**src/shared/tped_regs.vh**
```
// Register map, field layout, reset values and timing counts of the thermopile event detector
`ifndef TPED_REGS_VH
`define TPED_REGS_VH

// -----------------------------------------------------------------
// Register byte addresses
// -----------------------------------------------------------------
`define TPED_ADDR_WEIGHTS 12'h000
`define TPED_ADDR_PRES_THR 12'h004
`define TPED_ADDR_MOT_THR 12'h008
`define TPED_ADDR_SHOCK_THR 12'h00c
`define TPED_ADDR_INT_MASK 12'h010
`define TPED_ADDR_CONFIG 12'h014
`define TPED_ADDR_LIMIT_THR 12'h018
`define TPED_ADDR_CHIP_STATUS 12'h01c
`define TPED_ADDR_INT_STATUS 12'h020
`define TPED_ADDR_PRES_DIFF 12'h024
`define TPED_ADDR_MOT_DIFF 12'h028
`define TPED_ADDR_SHOCK_DIFF 12'h02c

// -----------------------------------------------------------------
// Fields
// -----------------------------------------------------------------
`define TPED_CFG_CYCLE_LSB 0
`define TPED_CFG_SRC_LSB 2
`define TPED_CFG_DIR_BIT 4
`define TPED_FLAG_TIMER 0
`define TPED_FLAG_SHOCK 1
`define TPED_FLAG_MOTION 2
`define TPED_FLAG_PRESENCE 3
`define TPED_FLAG_LIMIT 4

// -----------------------------------------------------------------
// Reset values
// -----------------------------------------------------------------
`define TPED_RST_WEIGHTS 12'h8cb
`define TPED_RST_PRES_THR 8'h32
`define TPED_RST_MOT_THR 8'h0a
`define TPED_RST_SHOCK_THR 8'h0a
`define TPED_RST_INT_MASK 5'h10
`define TPED_RST_CONFIG 5'h19
`define TPED_RST_LIMIT_THR 16'hffff
`define TPED_RST_STATUS 5'h10

// -----------------------------------------------------------------
// Hysteresis and timing
// -----------------------------------------------------------------
`define TPED_HYST_MIN 5
`define TPED_HYST_LIMIT 64
`define TPED_SAMPLE_MS 30
`define TPED_CYCLE0_MS 30
`define TPED_CYCLE1_MS 60
`define TPED_CYCLE2_MS 120
`define TPED_CYCLE3_MS 140
`define TPED_MOTION_DEPTH 5

`endif

```
**src/verilog/tped_core.v**
```verilog
// Event detector: filters, presence/motion/shock/limit flags, APB registers
`timescale 1ns/100ps
// Behaviour
// - Two object low-pass filters, each with its own programmable weight.
// - Presence difference taken from one of four selectable signal pairings.
// - Slow-filtered value frozen when the motion flag becomes set.
// - Presence flag sets when difference exceeds the 8-bit presence threshold.
// - Motion is fast-filter change over a programmable interval, against a threshold.
// - Shock is raw ambient minus filtered ambient, against the shock threshold.
// - Raw object compared to limit threshold; event on crossing in chosen direction.
// - Reading interrupt status clears the pending interrupt; host must read it.
// - Limit detector raises no new interrupt until a fresh crossing.
// - After reset the limit flag is set and the interrupt output active.
// - Presence, motion and shock flags clear only below threshold minus max of 12.5% or 5 counts.
// - Limit comparator uses fixed 64-count hysteresis.
// - New weights and thresholds take effect immediately, no restart.
// - Source codes: raw-slow, fast-slow, raw-frozen, fast-frozen.
// - Motion interval codes select 30, 60, 120 or 120 ms; 140 ms rounds down to 4 samples.
// - Interrupt output is the registered OR of all enabled pending bits.
// - Direction bit one means rising above, zero means falling below.
`include "tped_regs.vh"
module tped_core #(
    parameter SAMPLE_CYCLES = 600000
) (
    input wire pclk,
    input wire presetn,
    input wire sample_valid,
    input wire [16:0] raw_object_sample,
    input wire [15:0] raw_ambient_sample,
    input wire psel,
    input wire penable,
    input wire pwrite,
    input wire [11:0] paddr,
    input wire [31:0] pwdata,
    output reg [31:0] prdata,
    output reg pready,
    output reg pslverr,
    output reg int_out
);
    // -----------------------------------------------------------------
    // Counts sized where they meet narrower fields
    // -----------------------------------------------------------------
    localparam integer HYST_MIN = `TPED_HYST_MIN;
    localparam integer LIMIT_HYST = `TPED_HYST_LIMIT;
    // Motion interval in samples of 30 ms; 140 ms rounds down to 4 samples
    localparam integer LAG0 = `TPED_CYCLE0_MS / `TPED_SAMPLE_MS;
    localparam integer LAG1 = `TPED_CYCLE1_MS / `TPED_SAMPLE_MS;
    localparam integer LAG2 = `TPED_CYCLE2_MS / `TPED_SAMPLE_MS;
    localparam integer LAG3 = `TPED_CYCLE3_MS / `TPED_SAMPLE_MS;
    // -----------------------------------------------------------------
    // Helpers
    // -----------------------------------------------------------------
    function [17:0] magnitude;
        input [17:0] d;
        begin
            magnitude = d[17] ? (~d + 18'h00001) : d;
        end
    endfunction

    // Hysteresis-aware flag: set above thr, clear below thr - max(thr/8, 5)
    function hyst_flag;
        input flag;
        input [17:0] mag;
        input [7:0] thr;
        reg [8:0] hy;
        reg [8:0] low;
        begin
            hy = ({1'b0, thr} >> 3) > HYST_MIN[8:0] ? ({1'b0, thr} >> 3) : HYST_MIN[8:0];
            low = ({1'b0, thr} > hy) ? ({1'b0, thr} - hy) : 9'h000;
            if (mag > {10'h000, thr})
                hyst_flag = 1'b1;
            else if (mag < {9'h000, low})
                hyst_flag = 1'b0;
            else
                hyst_flag = flag;
        end
    endfunction

    // -----------------------------------------------------------------
    // Control registers
    // -----------------------------------------------------------------
    reg [11:0] weights_reg;
    reg [7:0] pres_thr_reg;
    reg [7:0] mot_thr_reg;
    reg [7:0] shock_thr_reg;
    reg [4:0] int_mask_reg;
    reg [4:0] config_reg;
    reg [15:0] limit_thr_reg;
    reg [4:0] status_reg;
    reg [4:0] pending_reg;
    reg [16:0] frozen_slow_object;
    reg [16:0] motion_hist [0:`TPED_MOTION_DEPTH-1];
    reg [2:0] hist_fill;
    reg limit_hit_reg;
    reg [7:0] timer_cnt_reg;
    reg [17:0] presence_difference;
    reg [17:0] motion_difference;
    reg [17:0] ambient_shock_difference;
    integer i;

    wire [16:0] fast_filtered_object;
    wire [16:0] slow_filtered_object;
    wire [16:0] filtered_ambient;
    wire [3:0] fast_filter_weight = weights_reg[3:0];
    wire [3:0] slow_filter_weight = weights_reg[7:4];
    wire [3:0] ambient_filter_weight = weights_reg[11:8];
    wire [1:0] cycle_code = config_reg[`TPED_CFG_CYCLE_LSB +: 2];
    wire [1:0] presence_source_field = config_reg[`TPED_CFG_SRC_LSB +: 2];
    wire limit_direction_bit = config_reg[`TPED_CFG_DIR_BIT];

    // -----------------------------------------------------------------
    // Filters
    // -----------------------------------------------------------------
    tped_lowpass u_fast (
        .pclk(pclk),
        .presetn(presetn),
        .sample_strobe(sample_valid),
        .sample_in(raw_object_sample),
        .weight_code(fast_filter_weight),
        .filtered(fast_filtered_object)
    );
    tped_lowpass u_slow (
        .pclk(pclk),
        .presetn(presetn),
        .sample_strobe(sample_valid),
        .sample_in(raw_object_sample),
        .weight_code(slow_filter_weight),
        .filtered(slow_filtered_object)
    );
    tped_lowpass u_amb (
        .pclk(pclk),
        .presetn(presetn),
        .sample_strobe(sample_valid),
        .sample_in({1'b0, raw_ambient_sample}),
        .weight_code(ambient_filter_weight),
        .filtered(filtered_ambient)
    );

    // -----------------------------------------------------------------
    // Differences
    // -----------------------------------------------------------------
    reg [2:0] lag;
    reg [16:0] pres_a;
    reg [16:0] pres_b;
    always @* begin
        case (cycle_code)
            2'b00: lag = LAG0[2:0];
            2'b01: lag = LAG1[2:0];
            2'b10: lag = LAG2[2:0];
            default: lag = LAG3[2:0];
        endcase
        pres_a = presence_source_field[0] ? fast_filtered_object : raw_object_sample;
        pres_b = presence_source_field[1] ? frozen_slow_object : slow_filtered_object;
        presence_difference = {1'b0, pres_a} - {1'b0, pres_b};
        motion_difference = {1'b0, fast_filtered_object} - {1'b0, motion_hist[lag - 3'd1]};
        ambient_shock_difference = {2'b00, raw_ambient_sample} - {1'b0, filtered_ambient};
    end

    wire [17:0] pres_mag = magnitude(presence_difference);
    wire [17:0] mot_mag = magnitude(motion_difference);
    wire [17:0] shock_mag = magnitude(ambient_shock_difference);
    wire motion_ok = (hist_fill >= lag);

    // Limit comparator, threshold scaled by 2. The 64-count band lies on the re-arm side of the
    // threshold, so an event fires only strictly past the threshold in either direction
    // and the detector re-arms only once the object has left the band.
    wire [17:0] thr2 = {1'b0, limit_thr_reg, 1'b0};
    wire [17:0] obj = {1'b0, raw_object_sample};
    wire [17:0] hyst = LIMIT_HYST[17:0];
    wire over_thr = obj > thr2;
    wire under_thr = obj < thr2;
    wire under_band = obj + hyst < thr2;
    wire over_band = obj > thr2 + hyst;
    reg limit_hit_next;
    always @* begin
        if (limit_direction_bit)
            limit_hit_next = over_thr ? 1'b1 : (under_band ? 1'b0 : limit_hit_reg);
        else
            limit_hit_next = under_thr ? 1'b1 : (over_band ? 1'b0 : limit_hit_reg);
    end
    wire limit_event = limit_hit_next && !limit_hit_reg;

    // -----------------------------------------------------------------
    // Status flags and interrupt
    // -----------------------------------------------------------------
    wire rd_int = psel && penable && !pwrite && paddr == `TPED_ADDR_INT_STATUS;
    wire timer_hit = sample_valid && (timer_cnt_reg == 8'hff);
    reg [4:0] status_next;
    reg [4:0] rise;
    reg [4:0] pending_next;
    always @* begin
        status_next = status_reg;
        if (sample_valid) begin
            status_next[`TPED_FLAG_PRESENCE] = hyst_flag(status_reg[`TPED_FLAG_PRESENCE],
                pres_mag, pres_thr_reg);
            status_next[`TPED_FLAG_MOTION] = motion_ok &&
                hyst_flag(status_reg[`TPED_FLAG_MOTION], mot_mag, mot_thr_reg);
            status_next[`TPED_FLAG_SHOCK] = hyst_flag(status_reg[`TPED_FLAG_SHOCK],
                shock_mag, shock_thr_reg);
            status_next[`TPED_FLAG_LIMIT] = limit_hit_next;
        end
        status_next[`TPED_FLAG_TIMER] = timer_hit;
        rise = status_next & ~status_reg;
        rise[`TPED_FLAG_LIMIT] = sample_valid && limit_event;
        // New events win over a clearing read in the same cycle
        pending_next = (rd_int ? 5'h00 : pending_reg) | rise;
    end

    always @(posedge pclk or negedge presetn) begin
        if (!presetn) begin
            status_reg <= `TPED_RST_STATUS;
            pending_reg <= `TPED_RST_STATUS;
            int_out <= 1'b1;
            limit_hit_reg <= 1'b1;
            frozen_slow_object <= 17'h00000;
            hist_fill <= 3'h0;
            timer_cnt_reg <= 8'h00;
            for (i = 0; i < `TPED_MOTION_DEPTH; i = i + 1)
                motion_hist[i] <= 17'h00000;
        end else begin
            status_reg <= status_next;
            pending_reg <= pending_next;
            int_out <= |(pending_next & int_mask_reg);
            if (sample_valid) begin
                limit_hit_reg <= limit_hit_next;
                timer_cnt_reg <= timer_cnt_reg + 8'h01;
                for (i = `TPED_MOTION_DEPTH - 1; i > 0; i = i - 1)
                    motion_hist[i] <= motion_hist[i - 1];
                motion_hist[0] <= fast_filtered_object;
                if (hist_fill != `TPED_MOTION_DEPTH)
                    hist_fill <= hist_fill + 3'h1;
                if (rise[`TPED_FLAG_MOTION])
                    frozen_slow_object <= slow_filtered_object;
            end
        end
    end

    // -----------------------------------------------------------------
    // APB slave, zero wait states
    // -----------------------------------------------------------------
    wire apb_wr = psel && penable && pwrite;
    always @(posedge pclk or negedge presetn) begin
        if (!presetn) begin
            weights_reg <= `TPED_RST_WEIGHTS;
            pres_thr_reg <= `TPED_RST_PRES_THR;
            mot_thr_reg <= `TPED_RST_MOT_THR;
            shock_thr_reg <= `TPED_RST_SHOCK_THR;
            int_mask_reg <= `TPED_RST_INT_MASK;
            config_reg <= `TPED_RST_CONFIG;
            limit_thr_reg <= `TPED_RST_LIMIT_THR;
        end else if (apb_wr) begin
            case (paddr)
                `TPED_ADDR_WEIGHTS: weights_reg <= pwdata[11:0];
                `TPED_ADDR_PRES_THR: pres_thr_reg <= pwdata[7:0];
                `TPED_ADDR_MOT_THR: mot_thr_reg <= pwdata[7:0];
                `TPED_ADDR_SHOCK_THR: shock_thr_reg <= pwdata[7:0];
                `TPED_ADDR_INT_MASK: int_mask_reg <= pwdata[4:0];
                `TPED_ADDR_CONFIG: config_reg <= pwdata[4:0];
                `TPED_ADDR_LIMIT_THR: limit_thr_reg <= pwdata[15:0];
                default: ;
            endcase
        end
    end

    reg [31:0] rdata;
    reg known;
    always @* begin
        known = 1'b1;
        case (paddr)
            `TPED_ADDR_WEIGHTS: rdata = {20'h00000, weights_reg};
            `TPED_ADDR_PRES_THR: rdata = {24'h000000, pres_thr_reg};
            `TPED_ADDR_MOT_THR: rdata = {24'h000000, mot_thr_reg};
            `TPED_ADDR_SHOCK_THR: rdata = {24'h000000, shock_thr_reg};
            `TPED_ADDR_INT_MASK: rdata = {27'h0000000, int_mask_reg};
            `TPED_ADDR_CONFIG: rdata = {27'h0000000, config_reg};
            `TPED_ADDR_LIMIT_THR: rdata = {16'h0000, limit_thr_reg};
            `TPED_ADDR_CHIP_STATUS: rdata = {27'h0000000, status_reg};
            `TPED_ADDR_INT_STATUS: rdata = {27'h0000000, pending_reg};
            `TPED_ADDR_PRES_DIFF: rdata = {{14{presence_difference[17]}}, presence_difference};
            `TPED_ADDR_MOT_DIFF: rdata = {{14{motion_difference[17]}}, motion_difference};
            `TPED_ADDR_SHOCK_DIFF: rdata = {{14{ambient_shock_difference[17]}},
                ambient_shock_difference};
            default: begin
                rdata = 32'h00000000;
                known = 1'b0;
            end
        endcase
    end

    // Registered answer: setup cycle loads data, access cycle sees pready
    always @(posedge pclk or negedge presetn) begin
        if (!presetn) begin
            prdata <= 32'h00000000;
            pready <= 1'b0;
            pslverr <= 1'b0;
        end else begin
            pready <= psel && !penable;
            pslverr <= psel && !penable && !known;
            prdata <= (psel && !penable && !pwrite) ? rdata : 32'h00000000;
        end
    end
endmodule

```
**src/verilog/tped_lowpass.v**
```verilog
// First-order recursive low-pass filter with a selectable shift weight
`timescale 1ns/100ps
module tped_lowpass (
    input wire pclk,
    input wire presetn,
    input wire sample_strobe,
    input wire [16:0] sample_in,
    input wire [3:0] weight_code,
    output wire [16:0] filtered
);
    // -----------------------------------------------------------------
    // Weight as a power-of-two shift
    // -----------------------------------------------------------------
    // Codes 0..5 and 8..13 map onto shifts; weight is 2^-shift, so a new
    // code is used at the very next sample with no restart.
    reg [3:0] shift;
    reg [24:0] acc_reg;
    wire [24:0] in_ext;
    wire signed [25:0] diff;
    wire signed [25:0] step;

    always @* begin
        case (weight_code)
            4'hd: shift = 4'h1;
            4'hc: shift = 4'h2;
            4'hb: shift = 4'h3;
            4'ha: shift = 4'h4;
            4'h9: shift = 4'h5;
            4'h8: shift = 4'h6;
            4'h5: shift = 4'h7;
            4'h4: shift = 4'h8;
            4'h3: shift = 4'h9;
            4'h2: shift = 4'ha;
            4'h1: shift = 4'hb;
            4'h0: shift = 4'hc;
            default: shift = 4'h3;
        endcase
    end

    // Output = in*w + prev*(1-w), kept with 8 fraction bits to avoid drift
    assign in_ext = {sample_in, 8'h00};
    // One spare bit keeps a full-scale input from reading as negative
    assign diff = $signed({1'b0, in_ext}) - $signed({1'b0, acc_reg});
    assign step = diff >>> shift;

    always @(posedge pclk or negedge presetn) begin
        if (!presetn) begin
            acc_reg <= 25'h0000000;
        end else if (sample_strobe) begin
            acc_reg <= acc_reg + step[24:0];
        end
    end

    assign filtered = acc_reg[24:8];
endmodule
```
**config.mk**
```make
export PLATFORM = sky130hd
export DESIGN_NAME = tped_core
export DESIGN_NICKNAME = d
export VERILOG_FILES = /design/src/verilog/tped_core.v /design/src/verilog/tped_lowpass.v
export VERILOG_INCLUDE_DIRS = /design/src /design/src/shared
export SDC_FILE = /design/constraint.sdc
export NUM_CORES = 1
export LEC_CHECK = 0
export ABC_AREA = 1
export BUFFER_PORTS_ARGS = -buffer_cell sky130_fd_sc_hd__buf_4
export CORE_AREA = 2 2 289 291
export CTS_CLUSTER_DIAMETER = 50
export DETAILED_ROUTE_END_ITERATION = 6
export DIE_AREA = 0 0 291 293
export PLACE_DENSITY_LB_ADDON = 0.2
export SLEW_MARGIN = 15
export SYNTH_ARGS = -nofsm -noshare
export SYNTH_HDL_FRONTEND = slang
export SYNTH_SLANG_ARGS = --single-unit
```
**constraint.sdc**
```tcl
create_clock -name pclk -period 8.54 [get_ports pclk]
set_input_delay 0.427 -clock pclk [delete_from_list [all_inputs] [get_ports pclk]]
set_output_delay 0.427 -clock pclk [all_outputs]
set_load 0.1 [all_outputs]
```
==> summary.md, run 1 <==
The final critical path takes up 80.29% of the cycle. The run gives 0 as the final setup violation count. The tightest min-delay check is of the in -> reg type. The maximum vdd ir drop is 0.2914 mV.

After detailed routing, the total wire length is 103.2 mm. After clock tree synthesis, the clock-pin slew on the worst setup and hold paths is 0.06 ns. Counting I/O delays and the setup requirement, the final critical path takes 6.857 ns. The wire length per cell after detailed routing was 17.74 um. The most used flip-flop cell after synthesis is sky130_fd_sc_hd__dfrtp_1. In this run the number of H-tree levels came out at 2. On the worst path, the slowest cell contributes a delay of 0.56 ns. At the pin with the least slew margin, the transition time is 1.130 ns. Post-placement worst setup slack: 1.684 ns.

The die is 293 um tall. For the initial antenna violation count, the log shows 3. Summing every instance area after synthesis gives 30070 um2. For the relative slew slack, the log shows 24.39%. The clock root buffer master is sky130_fd_sc_hd__clkbuf_16. The most common library cell in the layout ignoring fill and taps is sky130_fd_sc_hd__nand2_1.

The run gives 13.9% as the share of total power in sequential cells. The share of flip-flops with an asynchronous set or reset was 100.0%; the biggest fanout along the worst timing path was 35. The logs give 0 for the total count of hold-check failures in the final report and 9.05 ns for the required arrival time at the worst endpoint. The synthesized design contains 281 register bits. The number of antenna diodes in the final layout is 0. The logs give 0 for the number of buffers inserted by post-CTS setup repair and 0.006906 W for the design internal power.

After detailed routing, the met2 layer carries 47.53 mm of wire. Setup repair after global routing left no endpoint under its margin. The clock sink count came out at 281. The routed via count divided by cell count was 5.270; the wire length of the first global-routing pass was 161.1 mm.

For the number of search-and-repair iterations in the first detailed-routing pass, the log shows 6. Of the cells placed in the final design, the portion with a size suffix greater than 1 is 8.051%. Summing the areas of all compound-gate instances in the mapped netlist gives 18.62% of the synthesized area. In the final design database the tool counted 5082 nets.

The start-to-end type of the worst setup path is reg -> reg. Of the post-synthesis cell area, the part taken by muxes is 0.5159%. The tools report the starting density of the core as 36.74%.

For the yosys synthesis warning count, the log shows 0. The initial detailed-routing violation count was 2178; the post-synthesis xor/xnor area fraction was 4.369%. The register with the most flip-flops in the layout has 85 of them.

The worst path meets setup with 1.683 ns of slack. The flow ran to the end, and the final reports show no timing, DRC or antenna violations. The cell seen most often among critical-path stages was sky130_fd_sc_hd__nand2_1.

The max-slew violation total from the final report is 0, and the distinct cell type count of the synthesized netlist is 63. Entering global routing, the biggest net connects 147 pins. The synthesized design contains 0 enable-type register cells. The dominant combinational cell family by area after synthesis is simple AND/OR/NAND/NOR gates. The logs give 105 for the number of placement rows and 81850 um2 for the placeable core area.

The logs give 118 for the number of primary I/O pins and 5048 for the post-synth net total. In the detailed route, the total length drawn on met3 is 4.206 mm. The tools report the detailed-route wire length on metal 1 as 47.81 mm. The floorplan step set the die width to 291 um.

The floorplan step defined a die boundary enclosing 85260 um2. For the sequential-to-total area share from yosys stat, the log shows 23.53%. The synthesized netlist devotes 12.33% of its cell area to adder and majority cells.

In this run, the combinational gates consume 73.6% of the power. The clock power share was 12.5%; the number of port buffers was 101. For this run, the top clock speed supported by timing is 0.1458 GHz. For the overall routing resource usage, the log shows 23.74%. After legalization and detailed placement, the total HPWL measured 81.83 mm.

The tools report the reported leakage power as 16.39 nW. The summed negative setup slack over all endpoints is 0 ns, and the number of instances in the synthesized netlist is 4674. The highest metal layer carrying signal wires in the routed design is met4. In the layout the commonest cells are sky130_fd_sc_hd__nand2_1, sky130_fd_sc_hd__inv_1, sky130_fd_sc_hd__o21ai_0.

The total via count after detailed routing is 30640. Cell with the largest stage delay on the worst path: sky130_fd_sc_hd__inv_1. STA puts the critical path data arrival time at 7.37 ns.

Each instance of the synthesized netlist takes up on average 6.434 um2. The fraction of the mapped netlist area in simple logic gates was 31.47%; the net switching component of the power was 0.008595 W. TritonCTS built the clock tree.

The area growth from synthesis to layout is 11.03%. In this run the deepest clock path goes through 3 buffers. In the routed design, unresolved DRC markers number 0.

The tools report the number of violations of the max-capacitance limit as 0. STA classifies the critical path startpoint as a register. In this run the power density over the cells is 464.2 nW/um2. After global routing the overflow that remains totals 0.

The proportion of total power due to net switching was 55.45%. Clock latency on the worst-skew pair, taken at its later pin, is 0.60 ns. The register with the most flip-flops is motion_hist. The run gives 47 as the clock buffer count from CTS.

The kind of end point of the critical path was a register. In this run the remaining antenna-violating nets after routing total 0. The post-route clock skew was 0.02683 ns.

The via count of the first global-routing pass was 28570; the weighted congestion reported at the end of routability-driven placement was 0.9887.
-- worst paths after layout --
path	startpoint	endpoint	slack (ns)	cells past startpoint
worst min register to register	motion_hist[5]	motion_hist[5]	0.47	2
min in group asynchronous	presetn	u_amb.acc_reg[15]	0.44	2
worst min-delay path	pwdata[13]	limit_thr_reg[13]	0.07	2
max in group asynchronous	presetn	frozen_slow_object[16]	6.66	3
worst max-delay path	config_reg[1]	int_out	1.68	35
worst max register to register	config_reg[1]	int_out	1.68	35
-- logic make-up after synthesis --
| logic type | after synthesis |
|---|---|
| simple gates | 2235 |
| compound gates | 998 |
| buf+inv | 704 |
| fa+ha+maj | 291 |
| flops | 281 |
| xor+xnor | 150 |
| mux | 15 |
-- stage by stage --
| stage | power [W] | hold slack (ns) | cell area, um2 | util, % | std cells |
|---|---|---|---|---|---|
| after CTS | 0.01549 | 0.03251 | 33390 | 40.79 | 5815 |
| after global placement | 0.01336 | 0.4555 | 31780 | 38.83 | 5727 |
| final | 0.01550 | 0.07042 | 33390 | 40.79 | 5815 |
| after detailed placement | 0.01345 | 0.4590 | 31780 | 38.83 | 5727 |
| after floorplan | 0.01060 | 0.1314 | 30070 | - | 4674 |
| after global routing | 0.01724 | 0.06384 | 33390 | 40.79 | 5815 |
-- per-layer routing --
| metal | vias to the layer above | GRT usage, % |
|---|---|---|
| li1 | 15710 | - |
| met1 | 14120 | 32.01 |
| met2 | 665 | 39.68 |
| met3 | 151 | 2.216 |
| met4 | 0 | 8.278 |
| met5 | - | 0 |
-- synthesized netlist by cell type (all sizes together), types with 2 or more instances --
cell	n	share of area (%)
buf	39	0.87
inv	558	7.0
nor3b	2	0.050
nand4	66	1.4
o21bai	10	0.26
nand2	1368	17
dfrtp	245	20
ha	282	12
a221oi	22	0.64
nor3	59	1.0
nor4	18	0.37
or2	32	0.67
a22oi	16	0.40
nand3	375	6.3
mux2i	11	0.37
a22o	3	0.087
mux2	4	0.15
o21a	8	0.20
clkinv	4	0.050
and2	2	0.042
a31o	3	0.087
o211ai	30	0.75
o22ai	33	0.69
a31oi	37	0.77
clkbuf	103	1.3
a21o	8	0.20
fa	9	0.60
a21boi	8	0.20
nand3b	14	0.35
xnor2	28	0.82
o2111ai	2	0.058
dfstp	36	3.1
o21ai	507	8.7
a21oi	277	4.7
xor2	122	3.6
nor2	297	3.9
o31ai	8	0.20
a211oi	13	0.32
o221ai	9	0.26
-- cell type report --
class | count | area, um2
fillers | 8883 | 48460
multi-input cells | 3689 | 20290
flip-flops and latches | 281 | 7077
inverters | 562 | 2115
clock buffers | 56 | 1282
well taps | 1070 | 1339
clock inverters | 30 | 305.3
repair buffers | 127 | 982.2
-- worst max-delay path, delay by kind of cell (launching register included) --
family | cells | cell delay, ns
simple gates | 16 | 2.02
compound gates | 8 | 1.63
buf+inv | 7 | 1.51
fa+ha+maj | 3 | 0.93
flops | 1 | 0.50
xor+xnor | 1 | 0.16
-- what timing repair did --
item | in CTS | in global routing
gates resized for setup | 0 | 0
hold buffers | 2 | 0
endpoints found under the hold margin | 90 | 0
-- power groups by stage --
| stage | logic [W] | clock network [W] | registers (W) |
|---|---|---|---|
| final | 0.0114 | 0.00193 | 0.00216 |
| after global routing | 0.0130 | 0.00203 | 0.00220 |
| after CTS | 0.0113 | 0.00198 | 0.00216 |
| after detailed placement | 0.0113 | 0 | 0.00218 |
| after global placement | 0.0112 | 0 | 0.00218 |
| after floorplan | 0.00862 | 0 | 0.00199 |
Note: power is estimated with default switching activity, not from simulation.
==> run 2, diff against run 1 <==
- clock period: 8.54 -> 6.2 ns (I/O delays scaled with it)
==> summary.md, run 2 (synthesized netlist as in run 1, its figures left out) <==
The first routing iteration left 2475 violations. The worst-case IR drop observed on VDD is 0.4099 mV. The die width is 291 um.

The worst setup path is launched from a register. Counting tap cells, the placed design contains a total of 5754 instances. For the max-slew violation total from the final report, the log shows 0. The weighted congestion reported at the end of routability-driven placement was 0.9916; the post-route clock skew was 0.03878 ns. The kind of path behind the tightest hold check is in -> reg. The run gives 0 as the number of violations of the max-capacitance limit. The run gives 32.96% as the relative slew slack. The number of buffers on the longest clock path was 3.

The maximum level of the CTS H-tree was 2. Subtracting the final worst setup slack from the clock period gives 5.646 ns. The worst-margin pin slew is 1.005 ns. The most common library cell in the layout ignoring fill and taps was sky130_fd_sc_hd__nand2_1. In this run the vertical extent of the chip is 293 um.

The tools report the DRC violation count after routing as 0. The logs give 0 for the final setup violation count and 85260 um2 for the area of the die. Setup repair after global routing left no endpoint under its margin. The analysis attributes to cell leakage a power of 16.68 nW. Using the TritonRoute via totals, the vias-per-cell ratio works out to 5.315.

The first global-routing pass estimated 164.0 mm of wire. The worst setup path is captured at a register. For the initial antenna violation count, the log shows 3. Insertion delay of the later-clocked pin in the worst-skew pair: 0.63 ns. The first detailed-routing pass took 5 iterations. The clock transition at the registers of the reported paths was 0.06 ns.

The via count of the first global-routing pass was 29110. In this design, the stage delay of the slowest critical-path cell is 0.61 ns. The residual antenna-violating net count after detailed routing is 0. TritonCTS created 51 clock buffers. The clock root buffer master is sky130_fd_sc_hd__clkbuf_16.

The tools report the total power draw as 0.02183 W. Across every metal layer, demand over resource in global routing totals 24.13%. Number of flip-flops under the largest register name: 85.

The final cycle utilization of the critical path came out at 91.06%. The required arrival time at the worst endpoint is 6.71 ns, and the power per cell area is 643.6 nW/um2. The net count of the finished layout is 5125, and the sum of routed wire length over all layers is 105.1 mm. The starting density of the core was 36.74%. Entering global routing, the biggest net connects 148 pins.

The detailed router placed 31170 vias in this run. The cell with the largest stage delay on the worst path is sky130_fd_sc_hd__dfstp_2. Adding up every negative setup slack in the final design gives 0 ns. The total count of hold-check failures in the final report was 0; the wire length per cell after detailed routing was 17.92 um. Among the stages of the critical path, the cell type that occurs most often is sky130_fd_sc_hd__nand2_2. For this run, the number of standard cells in the final layout without fillers is 5865. Clock tree synthesis found a total of 281 sinks. TritonCTS built the clock tree. The run finished with clean final reports. The area growth from synthesis to layout is 12.77%.

Row generation in the floorplan step produced 105 rows. The critical path in this run is classified as reg -> reg. The logs give 0.1771 GHz for the maximum clock frequency and 0 for the global route total overflow. Buffers placed on the I/O ports in this run total 101. Leaving out fill and tap cells, the most frequent cells in the layout are sky130_fd_sc_hd__nand2_1, sky130_fd_sc_hd__inv_1, sky130_fd_sc_hd__o21ai_0. More flip-flops sit in one register than any other, and that register is motion_hist. For this design the top-level I/O count stands at 118. After floorplanning, the core was sized to cover 81850 um2. The layout cell share with drive strength beyond 1 works out to 8.990%. The biggest fanout along the worst timing path came out at 34.

STA puts the critical path data arrival time at 6.15 ns. Hold is met by 0.05990 ns. Detailed placement ended at an HPWL of 82.78 mm.
-- run 2: layout make-up --
class / instances / area [um2]
repair buffers: 165 / 1328
clock buffers: 56 / 1325
inverters: 562 / 2118
fillers: 8801 / 47930
well taps: 1070 / 1339
diodes: 1 / 2.502
clock inverters: 40 / 417.9
flip-flops and latches: 281 / 7077
multi-input cells: 3690 / 20310
-- run 2: repair_timing --
item | CTS | global route
hold buffers | 8 | 0
buffers inserted | 0 | 5
endpoints found under the setup margin | 0 | 20
gates resized for setup | 0 | 6
hold endpoints to repair | 76 | 0
-- run 2: path summary, 6_finish.rpt --
kind	startpoint	depth (start not counted)	slack [ns]	end
worst min register to register	timer_cnt_reg[7]	1	0.47	timer_cnt_reg[7]
max in group asynchronous	presetn	3	4.56	frozen_slow_object[8]
min in group asynchronous	presetn	2	0.27	u_amb.acc_reg[23]
worst max-delay path	config_reg[0]	36	0.55	frozen_slow_object[10]
worst max register to register	config_reg[0]	36	0.55	frozen_slow_object[10]
worst min-delay path	pwdata[8]	3	0.06	weights_reg[8]
-- run 2: metal layers --
layer	global-route usage (%)	vias to the layer above	share of wire [%]
met5	0	-	0.010
met4	8.303	2	3.5
met3	2.587	165	4.9
met2	41.14	830	47
met1	31.74	14360	45
li1	-	15810	-
-- run 2: power by group --
group          total [W]  internal (W)  switching [W]
combinational     0.0160       0.00565         0.0104
clock            0.00291       0.00176        0.00115
sequential       0.00289       0.00239       0.000501
total             0.0218       0.00980         0.0120
-- run 2: through the flow --
step                      worst slack [ns]  utilization (%)  instance area (um2)
after floorplan                     0.5974                -                30070
after global placement              0.4582            39.11                32010
after detailed placement            0.4614            39.11                32010
after CTS                           0.3956            41.34                33830
after global routing               0.03634            41.43                33910
final                               0.5543            41.43                33910
-- run 2: worst max-delay path: cells and delay by family, from the launching register on --
family	cells	cell delay (ns)
simple gates	18	1.93
fa+ha+maj	3	0.98
compound gates	7	0.98
buf+inv	7	0.85
flops	1	0.61
xor+xnor	1	0.18
